File: config.mk
export PLATFORM = sky130hd
export DESIGN_NAME = charger_i2c_register_bank
export DESIGN_NICKNAME = d
export VERILOG_FILES = /design/src/inc/charger_regs_pkg.sv /design/src/rtl/pin_sync.sv /design/src/rtl/reg_store.sv /design/src/rtl/charger_i2c_register_bank.sv
export SDC_FILE = /design/constraint.sdc
export NUM_CORES = 1
export LEC_CHECK = 0
export BUFFER_PORTS_ARGS = -buffer_cell sky130_fd_sc_hd__buf_2
export CAP_MARGIN = 30
export CORE_MARGIN = 2
export CORE_UTILIZATION = 55
export DETAILED_ROUTE_END_ITERATION = 6
export PLACE_DENSITY_LB_ADDON = 0.15
export SETUP_SLACK_MARGIN = 0.2
export SLEW_MARGIN = 25
export SYNTH_ARGS = -nofsm -noshare
export SYNTH_HDL_FRONTEND = slang
export SYNTH_SLANG_ARGS = --single-unit
File: constraint.sdc
create_clock -name clk_sys_i -period 2.85 [get_ports clk_sys_i]
set_input_delay 0.4275 -clock clk_sys_i [delete_from_list [all_inputs] [get_ports clk_sys_i]]
set_output_delay 0.4275 -clock clk_sys_i [all_outputs]
set_load 0.005 [all_outputs]
File: src/inc/charger_regs_pkg.sv
package charger_regs_pkg;

  // ****************************************
  // Serial link addressing
  // ****************************************
  localparam logic [6:0] SLAVE_ADDR      = 7'h6b;
  localparam logic [7:0] ADDR_INPUT_SRC  = 8'h00;
  localparam logic [7:0] ADDR_POWER_ON   = 8'h01;
  localparam logic [7:0] ADDR_CHARGE_CUR = 8'h02;
  localparam logic [7:0] ADDR_LAST_RW    = 8'h07;
  localparam logic [7:0] ADDR_STATUS     = 8'h08;
  localparam logic [7:0] ADDR_FAULT      = 8'h09;
  localparam logic [7:0] ADDR_LAST       = 8'h0a;
  localparam logic [3:0] BITS_PER_BYTE   = 4'h8;
  localparam logic [3:0] LAST_TX_BIT     = 4'h7;

  // ****************************************
  // Reset values of the writable bytes
  // ****************************************
  localparam logic [7:0] RST_INPUT_SRC   = 8'h58;
  localparam logic [7:0] RST_POWER_ON    = 8'h3b;
  localparam logic [7:0] RST_CHARGE_CUR  = 8'h20;
  localparam logic [7:0] RST_PRECHG_TERM = 8'h11;
  localparam logic [7:0] RST_CHARGE_VOLT = 8'hb2;
  localparam logic [7:0] RST_AUX5        = 8'h00;
  localparam logic [7:0] RST_AUX6        = 8'h00;
  localparam logic [7:0] RST_AUX7        = 8'h00;
  localparam logic [63:0] RST_IMAGE = {RST_AUX7, RST_AUX6, RST_AUX5, RST_CHARGE_VOLT,
                                       RST_PRECHG_TERM, RST_CHARGE_CUR, RST_POWER_ON,
                                       RST_INPUT_SRC};

  // ****************************************
  // Field positions
  // ****************************************
  localparam int HIZ_BIT    = 7;
  localparam int VFLOOR_HI  = 6;
  localparam int VFLOOR_LO  = 3;
  localparam int ICAP_HI    = 2;
  localparam int ICAP_LO    = 0;
  localparam int REGRST_BIT = 7;
  localparam int WDT_BIT    = 6;
  localparam int BOOST_BIT  = 5;
  localparam int CHG_BIT    = 4;
  localparam int SYSMIN_HI  = 3;
  localparam int SYSMIN_LO  = 1;
  localparam int FAST_CHARGE_CURRENT_HI    = 7;
  localparam int FAST_CHARGE_CURRENT_LO    = 2;
  localparam int BCOLD_BIT  = 1;
  localparam int REDUCE_BIT = 0;

  // ****************************************
  // Source type and its current cap default
  // ****************************************
  typedef enum logic [1:0] {
    SRC_HOST_PORT  = 2'h0,
    SRC_DEDICATED  = 2'h1,
    SRC_DIVIDER_12 = 2'h2,
    SRC_DIVIDER_3  = 2'h3
  } src_type_t;
  localparam logic [2:0] ICAP_HOST_PORT  = 3'h2;
  localparam logic [2:0] ICAP_DEDICATED  = 3'h5;
  localparam logic [2:0] ICAP_DIVIDER_12 = 3'h6;
  localparam logic [2:0] ICAP_DIVIDER_3  = 3'h4;

  // ****************************************
  // Link state machine
  // ****************************************
  typedef enum logic [4:0] {
    ST_IDLE = 5'h01,
    ST_RX   = 5'h02,
    ST_ACK  = 5'h04,
    ST_TX   = 5'h08,
    ST_MACK = 5'h10
  } link_state_t;

endpackage

File: src/rtl/pin_sync.sv
`timescale 1ns/1ns
module pin_sync #(
  parameter int W = 2
) (
  input  wire logic         clk_sys_i,
  input  wire logic         arst_n_i,
  input  wire logic [W-1:0] d_i,
  output logic      [W-1:0] q_o
);
  logic [W-1:0] meta_reg;

  // Two stages; idle bus level is high, so reset to ones
  always_ff @(posedge clk_sys_i or negedge arst_n_i) begin
    if (!arst_n_i) begin
      meta_reg <= '1;
      q_o      <= '1;
    end else begin
      meta_reg <= d_i;
      q_o      <= meta_reg;
    end
  end
endmodule

File: src/rtl/reg_store.sv
`timescale 1ns/1ns
module reg_store (
  input  wire logic        clk_sys_i,
  input  wire logic        arst_n_i,
  input  wire logic        def_load_i,
  input  wire logic [2:0]  cap_default_i,
  input  wire logic        wr_en_i,
  input  wire logic [2:0]  addr_i,
  input  wire logic [7:0]  wr_data_i,
  output logic      [7:0]  rd_data_o,
  output logic      [63:0] regs_o
);
  import charger_regs_pkg::*;

  logic [7:0] mem_reg [0:7];
  logic [7:0] wr_word;

  // Command bits of the power byte never stick
  assign wr_word = (addr_i == ADDR_POWER_ON[2:0]) ?
                   {2'h0, wr_data_i[5:0]} : wr_data_i;

  // Default load beats a write in the same cycle
  always_ff @(posedge clk_sys_i or negedge arst_n_i) begin
    if (!arst_n_i) begin
      for (int i = 0; i < 8; i++) begin
        mem_reg[i] <= RST_IMAGE[8*i +: 8];
      end
    end else if (def_load_i) begin
      for (int i = 0; i < 8; i++) begin
        mem_reg[i] <= RST_IMAGE[8*i +: 8];
      end
      mem_reg[0][ICAP_HI:ICAP_LO] <= cap_default_i;
    end else if (wr_en_i) begin
      mem_reg[addr_i] <= wr_word;
    end
  end

  // Registered read port
  always_ff @(posedge clk_sys_i or negedge arst_n_i) begin
    if (!arst_n_i) begin
      rd_data_o <= 8'h00;
    end else begin
      rd_data_o <= mem_reg[addr_i];
    end
  end

  // Flat view of every byte for the field outputs
  for (genvar g = 0; g < 8; g++) begin : g_flat
    assign regs_o[8*g +: 8] = mem_reg[g];
  end
endmodule

File: src/rtl/charger_i2c_register_bank.sv
`timescale 1ns/1ns
// Functional notes
// - Fault byte latches every fault until a read of it completes.
// - After that read, the fault byte shows faults present now and any latched after it was captured.
// - Fault byte takes single-byte access only; no auto-increment there.
// - Answer at address 6bh; bytes 00 to 07 read back what was written, except power byte bits 7:6.
// - Bytes 08 to 0a are read only; writes leave them unchanged.
// - Input source byte resets to 58h; bit 7 is high-impedance enable.
// - Bits 6:3 are the input voltage floor code, default 1011.
// - Bits 2:0 select the input current cap, 100 mA to 3 A.
// - Current cap default follows the detected source type.
// - Power byte resets to 3bh; bit 0 reserved, resets to one.
// - Bit 7 write restores all defaults but keeps host-controlled operation.
// - Bit 6 write restarts the watchdog; writing zero does nothing.
// - Boost enable bit 5 overrides charge enable; no charging while set.
// - Bit 4 enables charging, reset value one.
// - Bits 3:1 are the minimum system voltage code, default 101.
// - Charge current byte resets to 20h; all its fields are writable.
// - Any host write moves the device into host-controlled operation.
// - Burst access auto-increments across addresses 00 to 08.
// - Undefined register address gets a not-acknowledge and back to idle.
module charger_i2c_register_bank #(
  parameter logic [7:0] VENDOR_INFO = 8'h5a  // Arbitrary value
) (
  input  wire logic                        clk_sys_i,
  input  wire logic                        arst_n_i,
  input  wire logic                        scl_i,
  input  wire logic                        sda_i,
  output logic                             sda_o,
  output logic                             sda_oe_o,
  input  wire logic [7:0]                  fault_i,
  input  wire logic [7:0]                  status_i,
  input  wire charger_regs_pkg::src_type_t src_type_i,
  input  wire logic                        watchdog_expired_i,
  output logic                             input_high_impedance_enable_o,
  output logic      [3:0]                  input_voltage_floor_o,
  output logic      [2:0]                  input_current_cap_o,
  output logic                             boost_output_enable_o,
  output logic                             charge_enable_o,
  output logic      [2:0]                  min_system_voltage_o,
  output logic      [5:0]                  fast_charge_current_o,
  output logic                             boost_cold_select_o,
  output logic                             reduced_current_force_o,
  output logic                             host_mode_o,
  output logic                             watchdog_restart_o
);
  import charger_regs_pkg::*;

  // ****************************************
  // Pin sampling and bus events
  // ****************************************
  logic [1:0]  pins_s;
  logic        scl_s;
  logic        sda_s;
  logic        scl_d_reg;
  logic        sda_d_reg;
  wire  logic  scl_rise;
  wire  logic  scl_fall;
  wire  logic  start_det;
  wire  logic  stop_det;

  pin_sync #(
    .W(2)
  ) u_pin_sync (
    .clk_sys_i (clk_sys_i),
    .arst_n_i  (arst_n_i),
    .d_i       ({scl_i, sda_i}),
    .q_o       (pins_s)
  );

  assign scl_s = pins_s[1];
  assign sda_s = pins_s[0];

  // Edges come from the synchronised copies only
  always_ff @(posedge clk_sys_i or negedge arst_n_i) begin
    if (!arst_n_i) begin
      scl_d_reg <= 1'b1;
      sda_d_reg <= 1'b1;
    end else begin
      scl_d_reg <= scl_s;
      sda_d_reg <= sda_s;
    end
  end

  assign scl_rise  = scl_s & ~scl_d_reg;
  assign scl_fall  = ~scl_s & scl_d_reg;
  assign start_det = scl_s & scl_d_reg & sda_d_reg & ~sda_s;
  assign stop_det  = scl_s & scl_d_reg & ~sda_d_reg & sda_s;

  // ****************************************
  // Link state
  // ****************************************
  link_state_t state_reg, state_next;
  logic [3:0]  bit_cnt_reg, bit_cnt_next;
  logic [7:0]  shift_reg, shift_next;
  logic [7:0]  ptr_reg, ptr_next;
  logic        got_dev_reg, got_dev_next;
  logic        got_reg_reg, got_reg_next;
  logic        read_mode_reg, read_mode_next;
  logic        m_ack_reg, m_ack_next;
  logic        sda_oe_reg, sda_oe_next;
  logic [7:0]  fault_latch_reg, fault_latch_next;
  logic [7:0]  fault_snap_reg, fault_snap_next;
  logic        host_mode_reg;
  logic        wdt_pulse_reg;
  logic        charge_en_reg;
  logic        init_done_reg;

  // ****************************************
  // Byte decisions
  // ****************************************
  logic [63:0] regs_w;
  logic [7:0]  store_rd;
  wire  logic [7:0] src_byte;
  wire  logic [7:0] pwr_byte;
  wire  logic [7:0] chg_byte;
  wire  logic       byte_done;
  wire  logic       addr_match;
  wire  logic       dev_ack;
  wire  logic       reg_ack;
  wire  logic       data_phase;
  wire  logic       rx_ack;
  wire  logic       data_wr;
  wire  logic       pwr_wr;
  wire  logic       soft_reset;
  wire  logic       wdt_kick;
  wire  logic       def_load;
  wire  logic       ptr_adv;
  wire  logic       tx_load;
  wire  logic       read_done;
  wire  logic [7:0] fault_view;
  wire  logic [7:0] tx_src;
  wire  logic [2:0] cap_default;

  assign byte_done  = (state_reg == ST_RX) && scl_fall && (bit_cnt_reg == BITS_PER_BYTE);
  assign addr_match = (shift_reg[7:1] == SLAVE_ADDR);
  assign dev_ack    = !got_dev_reg && addr_match;
  assign reg_ack    = got_dev_reg && !got_reg_reg && (shift_reg <= ADDR_LAST);
  assign data_phase = got_dev_reg && got_reg_reg;
  assign rx_ack     = dev_ack || reg_ack || data_phase;
  assign data_wr    = byte_done && data_phase;
  assign pwr_wr     = data_wr && (ptr_reg == ADDR_POWER_ON);
  assign soft_reset = pwr_wr && shift_reg[REGRST_BIT];
  assign wdt_kick   = pwr_wr && shift_reg[WDT_BIT];
  assign def_load   = soft_reset || !init_done_reg;
  // Burst stops at 08; the fault byte never advances
  assign ptr_adv    = (ptr_reg < ADDR_STATUS);
  assign tx_load    = scl_fall && (((state_reg == ST_ACK) && read_mode_reg) ||
                                   ((state_reg == ST_MACK) && m_ack_reg));
  assign read_done  = (state_reg == ST_MACK) && scl_rise && (ptr_reg == ADDR_FAULT);
  assign fault_view = fault_latch_reg | fault_i;

  // Read source: stored bytes, then live status, faults and info
  assign tx_src = (ptr_reg <= ADDR_LAST_RW) ? store_rd :
                  (ptr_reg == ADDR_STATUS)  ? status_i :
                  (ptr_reg == ADDR_FAULT)   ? fault_view : VENDOR_INFO;

  // Current cap default picked by the detected source
  assign cap_default = (src_type_i == SRC_HOST_PORT)  ? ICAP_HOST_PORT :
                       (src_type_i == SRC_DEDICATED)  ? ICAP_DEDICATED :
                       (src_type_i == SRC_DIVIDER_12) ? ICAP_DIVIDER_12 :
                                                        ICAP_DIVIDER_3;

  assign src_byte = regs_w[7:0];
  assign pwr_byte = regs_w[15:8];
  assign chg_byte = regs_w[23:16];

  // ****************************************
  // Writable byte store
  // ****************************************
  reg_store u_reg_store (
    .clk_sys_i     (clk_sys_i),
    .arst_n_i      (arst_n_i),
    .def_load_i    (def_load),
    .cap_default_i (cap_default),
    .wr_en_i       (data_wr && (ptr_reg <= ADDR_LAST_RW)),
    .addr_i        (ptr_reg[2:0]),
    .wr_data_i     (shift_reg),
    .rd_data_o     (store_rd),
    .regs_o        (regs_w)
  );

  // ****************************************
  // Link sequencing
  // ****************************************
  // Start and stop override any phase; no clock stretching is used
  always_comb begin
    state_next       = state_reg;
    bit_cnt_next     = bit_cnt_reg;
    shift_next       = shift_reg;
    ptr_next         = ptr_reg;
    got_dev_next     = got_dev_reg;
    got_reg_next     = got_reg_reg;
    read_mode_next   = read_mode_reg;
    m_ack_next       = m_ack_reg;
    sda_oe_next      = sda_oe_reg;
    fault_snap_next  = fault_snap_reg;
    if (start_det) begin
      state_next   = ST_RX;
      bit_cnt_next = 4'h0;
      got_dev_next = 1'b0;
      got_reg_next = 1'b0;
      sda_oe_next  = 1'b0;
    end else if (stop_det) begin
      state_next  = ST_IDLE;
      sda_oe_next = 1'b0;
    end else begin
      unique case (state_reg)
        ST_IDLE: begin
          sda_oe_next = 1'b0;
        end
        ST_RX: begin
          if (scl_rise) begin
            shift_next   = {shift_reg[6:0], sda_s};
            bit_cnt_next = bit_cnt_reg + 4'h1;
          end else if (byte_done) begin
            if (!got_dev_reg) begin
              got_dev_next   = dev_ack;
              read_mode_next = shift_reg[0];
            end else if (!got_reg_reg) begin
              got_reg_next = reg_ack;
              ptr_next     = shift_reg;
            end else if (ptr_adv) begin
              ptr_next = ptr_reg + 8'h01;
            end
            sda_oe_next = rx_ack;
            state_next  = rx_ack ? ST_ACK : ST_IDLE;
          end
        end
        ST_ACK: begin
          if (scl_fall) begin
            bit_cnt_next = 4'h0;
            sda_oe_next  = 1'b0;
            state_next   = ST_RX;
          end
        end
        ST_TX: begin
          if (scl_fall) begin
            if (bit_cnt_reg == LAST_TX_BIT) begin
              sda_oe_next = 1'b0;
              state_next  = ST_MACK;
            end else begin
              sda_oe_next  = ~shift_reg[6];
              shift_next   = {shift_reg[6:0], 1'b0};
              bit_cnt_next = bit_cnt_reg + 4'h1;
            end
          end
        end
        ST_MACK: begin
          if (scl_rise) begin
            m_ack_next = ~sda_s;
            if (!sda_s && ptr_adv) begin
              ptr_next = ptr_reg + 8'h01;
            end
          end else if (scl_fall && !m_ack_reg) begin
            state_next = ST_IDLE;
          end
        end
      endcase
      // Load a byte for transmit, drive its first bit at once
      if (tx_load) begin
        shift_next   = tx_src;
        sda_oe_next  = ~tx_src[7];
        bit_cnt_next = 4'h0;
        state_next   = ST_TX;
        if (ptr_reg == ADDR_FAULT) begin
          fault_snap_next = fault_view;
        end
      end
    end
  end

  // Faults keep latching; a finished read clears only what it reported
  assign fault_latch_next = read_done ? (fault_i | (fault_latch_reg & ~fault_snap_reg)) :
                                        (fault_latch_reg | fault_i);

  always_ff @(posedge clk_sys_i or negedge arst_n_i) begin
    if (!arst_n_i) begin
      state_reg     <= ST_IDLE;
      bit_cnt_reg   <= 4'h0;
      shift_reg     <= 8'h00;
      ptr_reg       <= 8'h00;
      got_dev_reg   <= 1'b0;
      got_reg_reg   <= 1'b0;
      read_mode_reg <= 1'b0;
      m_ack_reg     <= 1'b0;
      sda_oe_reg    <= 1'b0;
    end else begin
      state_reg     <= state_next;
      bit_cnt_reg   <= bit_cnt_next;
      shift_reg     <= shift_next;
      ptr_reg       <= ptr_next;
      got_dev_reg   <= got_dev_next;
      got_reg_reg   <= got_reg_next;
      read_mode_reg <= read_mode_next;
      m_ack_reg     <= m_ack_next;
      sda_oe_reg    <= sda_oe_next;
    end
  end

  // ****************************************
  // Faults, mode and control outputs
  // ****************************************
  // Host mode survives a register reset; only watchdog expiry ends it
  always_ff @(posedge clk_sys_i or negedge arst_n_i) begin
    if (!arst_n_i) begin
      fault_latch_reg <= 8'h00;
      fault_snap_reg  <= 8'h00;
      host_mode_reg   <= 1'b0;
      wdt_pulse_reg   <= 1'b0;
      charge_en_reg   <= 1'b0;
      init_done_reg   <= 1'b0;
    end else begin
      fault_latch_reg <= fault_latch_next;
      fault_snap_reg  <= fault_snap_next;
      host_mode_reg   <= data_wr || (host_mode_reg && !watchdog_expired_i);
      wdt_pulse_reg   <= wdt_kick;
      charge_en_reg   <= pwr_byte[CHG_BIT] && !pwr_byte[BOOST_BIT];
      init_done_reg   <= 1'b1;
    end
  end

  // Open drain: the data level is always low, the enable does the work
  always_ff @(posedge clk_sys_i or negedge arst_n_i) begin
    if (!arst_n_i) begin
      sda_o <= 1'b0;
    end else begin
      sda_o <= 1'b0;
    end
  end

  assign sda_oe_o                      = sda_oe_reg;
  assign host_mode_o                   = host_mode_reg;
  assign watchdog_restart_o            = wdt_pulse_reg;
  assign charge_enable_o               = charge_en_reg;
  assign input_high_impedance_enable_o = src_byte[HIZ_BIT];
  assign input_voltage_floor_o         = src_byte[VFLOOR_HI:VFLOOR_LO];
  assign input_current_cap_o           = src_byte[ICAP_HI:ICAP_LO];
  assign boost_output_enable_o         = pwr_byte[BOOST_BIT];
  assign min_system_voltage_o          = pwr_byte[SYSMIN_HI:SYSMIN_LO];
  assign fast_charge_current_o         = chg_byte[FAST_CHARGE_CURRENT_HI:FAST_CHARGE_CURRENT_LO];
  assign boost_cold_select_o           = chg_byte[BCOLD_BIT];
  assign reduced_current_force_o       = chg_byte[REDUCE_BIT];
endmodule

==> flow_summary.yaml <==
synth:
  synthesis.yosys.warnings: 0
  post-synth-top-count-cell: "dfrtp_1"
  avgSynthCellArea_sq_um: 10.4
  post_synth_inst_count: 672
  yosys-top-cells-area: "dfrtp_1 38%, mux2i_1 10%, dfstp_2 8.3%"
  post_synth_instance_area_sq_um: 6970
  yosys_most_used_dff: "dfrtp_1"
  post_synth_edffs: 0
  synth-seq-area-share_pct: 46.4
  synth_cell_types: 67
  synth_top_cell_area_share_pct: 38.1
  syn_nets: 700
  asyncSetResetFlopFracSynth_pct: 100
  netlist.top_cell.by_area: "dfrtp_1"
  netlist_top_cells_count: "106 x dfrtp_1, 73 x mux2i_1, 69 x nand2_1"
  ys_seq_elements: 128
clocking:
  tritoncts: "built"
  clock_tree.buffer_depth: 2
  numCtsBuffers: 17
  worstSkewPairLatency_ps: 420
  htree_levels: 4
  tritoncts_num_sinks: 128
  cts-root-buf: "clkbuf_16"
  clkSlewWorstSetupHoldPaths_ps: 60
setup_path:
  crit_path_from: "state_reg[0]$_DFFE_PN1P_"
  worst-r2r-cell-count: 7
  worst-r2r-setup-slack_ps: 230
  worst_setup_ep_type: "register"
  cp-endpoint: "u_reg_store.regs_o[1]$_DFFE_PN0P_"
  timing.setup.critical_path_class: "register to register"
  reg_to_reg_endpoint: "u_reg_store.regs_o[1]$_DFFE_PN0P_"
  startpoint_of_the_worst_register_to_register_path: "state_reg[0]$_DFFE_PN1P_"
  setup.worst_path.start_class: "register"
  cp_data_required_time_ps: 3150
  critPathArrivalTime_ps: 2920
  cp_max_fo: 10
routing:
  first_pass_iters: 5
  via_per_inst: 5.91
  wl_per_cell_microns: 19.8
  vias: 5345
  initialDrtViolationCount: 419
  route.detailed.drc: 0
  wl_microns: 17900
  detail-route-antenna-nets: 0
timing:
  hold_viol_final: 0
  setup_slack_ps: 228
  clock_skew_ps: 11.0
  maxSlewViolCount: 0
  period_needed_ps: 2620
  rsz0062_at_grt: "true"
  timing.max_slew.rel_slack_pct: 50.5
  worst_max_slew_pin_slew_ps: 743
  report.final.setup_viol: 0
  maxClockFrequency_ghz: 0.381
  period_share_pct: 92.0
  fin_setup_tns_ps: 0
floorplanning:
  num_rows: 41
  initial_core_util_pct: 55.9
  die_x_microns: 117
  die-height_microns: 117
  pin_count: 48
  design.die.area_sq_um: 13600
  core_sq_um: 12500
power:
  power_switching_share_pct: 23.5
  pwr-share-clk_pct: 50.0
  proportion_of_power_drawn_by_combinational_gates_pct: 5.5
  power_frac_seq_pct: 44.6
  power.static_leakage_nw: 3.32
  power_density_nw_per_um2: 539
  switching_power_mw: 1.03
  cellInternalPower_mw: 3.33
  power_mw: 4.36
  max-vdd-ir-drop_v: 0.000409
layout:
  areaGrowthSynthToFinish_pct: 16.2
  final_cells: 905
  design_area_sq_um: 8090
  nNetsFinal: 748
  max_ffs_per_register: 64
  diodes: 0
  fraction_of_layout_cells_with_a_size_suffix_above_1_pct: 28.2
hold_path:
  hold_class: "primary input to register"
placement:
  hpwlAfterDp_microns: 12200
  place.port_buffers: 46
  worst_slack_at_placement_ps: 216
  dpl.cell_count: 866
  placement.cell_area_sq_um: 7390
  gp_routability_congestion: 0.960
global_route:
  first_pass_grt_wire_length_microns: 28800
  grt_antenna_before_repair: 0
  grt_overflow_total: 0
  first_global_vias: 5311
  grt_start_max_net_pins: 68
  gr-usage-all-layers_pct: 28.4
flow_run:
  drv.max_cap_violation_count: 0
status:
  outcome: "completed"
## worst max-delay path: stages, from the launching register on
cell	delay, ps
dfstp_2	420
or3_4	440
or4_4	640
buf_4	190
nor4_4	230
buf_4	260
mux2i_1	220
mux2i_1	90
## cell usage in the layout (no fill, tap or decap), drive strengths merged, types with 9 or more instances in the layout
cell type / netlist / layout
o21ai: 32 / 32
nor2: 90 / 90
dfrtp: 106 / 106
mux4: 10 / 10
buf: 31 / 86
inv: 16 / 16
mux2: 17 / 17
mux2i: 73 / 73
a31oi: 10 / 10
nor2b: 13 / 13
nor4: 11 / 11
nand2: 69 / 69
a21oi: 20 / 20
dfstp: 22 / 22
a21o: 9 / 9
clkbuf: 29 / 23
nand3: 13 / 13
## timing repair
action | CTS | global route
pin swaps | 0 | 1
endpoints found under the setup margin | 1 | 6
gates resized for setup | 2 | 2
hold endpoints to repair | 25 | 0
cloned | 1 | 1
hold buffers | 1 | 0
setup buffers | 0 | 4
## final cells by class
type | count | area (sq um)
clock buffer | 23 | 488
clock inverter | 9 | 108
fill | 1023 | 4370
inverter | 16 | 60.1
multi-input combinational | 469 | 3380
sequential | 128 | 3230
tap | 172 | 215
timing repair buffer | 88 | 608
## cell families after synthesis
family,share of synthesized area [%]
AO/OA/AOI/OAI,12.0
XOR/XNOR,0.503
adder cells (fa/ha/maj),0.898
other,0.108
multiplexers,16.5
flip-flops,46.4
buffers and inverters,5.68
AND/OR/NAND/NOR,17.9
## per-layer routing
metal | track usage, % | vias up | routed length, microns
met5 | 0 | - | 0
met4 | 11.5 | 0 | 516
met3 | 5.92 | 35 | 829
met2 | 46.0 | 166 | 8610
met1 | 37.8 | 2683 | 7970
li1 | - | 2461 | -
## power groups by stage
stage                     clock network [mW]  registers (mW)  logic (mW)
final                                   2.18            1.94       0.238
after global routing                    2.30            1.95       0.264
after CTS                               2.20            1.94       0.238
after detailed placement                   0            1.97       0.229
after global placement                     0            1.97       0.226
after floorplan                            0            1.91       0.176
## how the worst min path moves through the flow
stage,depth (start not counted),startpoint,end,slack [ps]
6_report,1,scl_i,u_pin_sync.meta_reg[1]$_DFF_PN1_,110
5_1_grt,1,sda_i,u_pin_sync.meta_reg[0]$_DFF_PN1_,90
4_1_cts,1,sda_i,u_pin_sync.meta_reg[0]$_DFF_PN1_,100
3_5_place_dp,0,u_pin_sync.meta_reg[1]$_DFF_PN1_,u_pin_sync.q_o[1]$_DFF_PN1_,350
3_3_place_gp,0,u_pin_sync.meta_reg[1]$_DFF_PN1_,u_pin_sync.q_o[1]$_DFF_PN1_,350
2_1_floorplan,0,arst_n_i,bit_cnt_reg[0]$_DFFE_PN0P_,130
## through the flow
stage | hold slack [ps] | util [%]
after floorplan | 132 | -
after global placement | 348 | 59.3
after detailed placement | 348 | 59.3
after CTS | 98.3 | 64.5
after global routing | 91.1 | 64.9
final | 108 | 64.9
(Power assumes the default switching activity.)
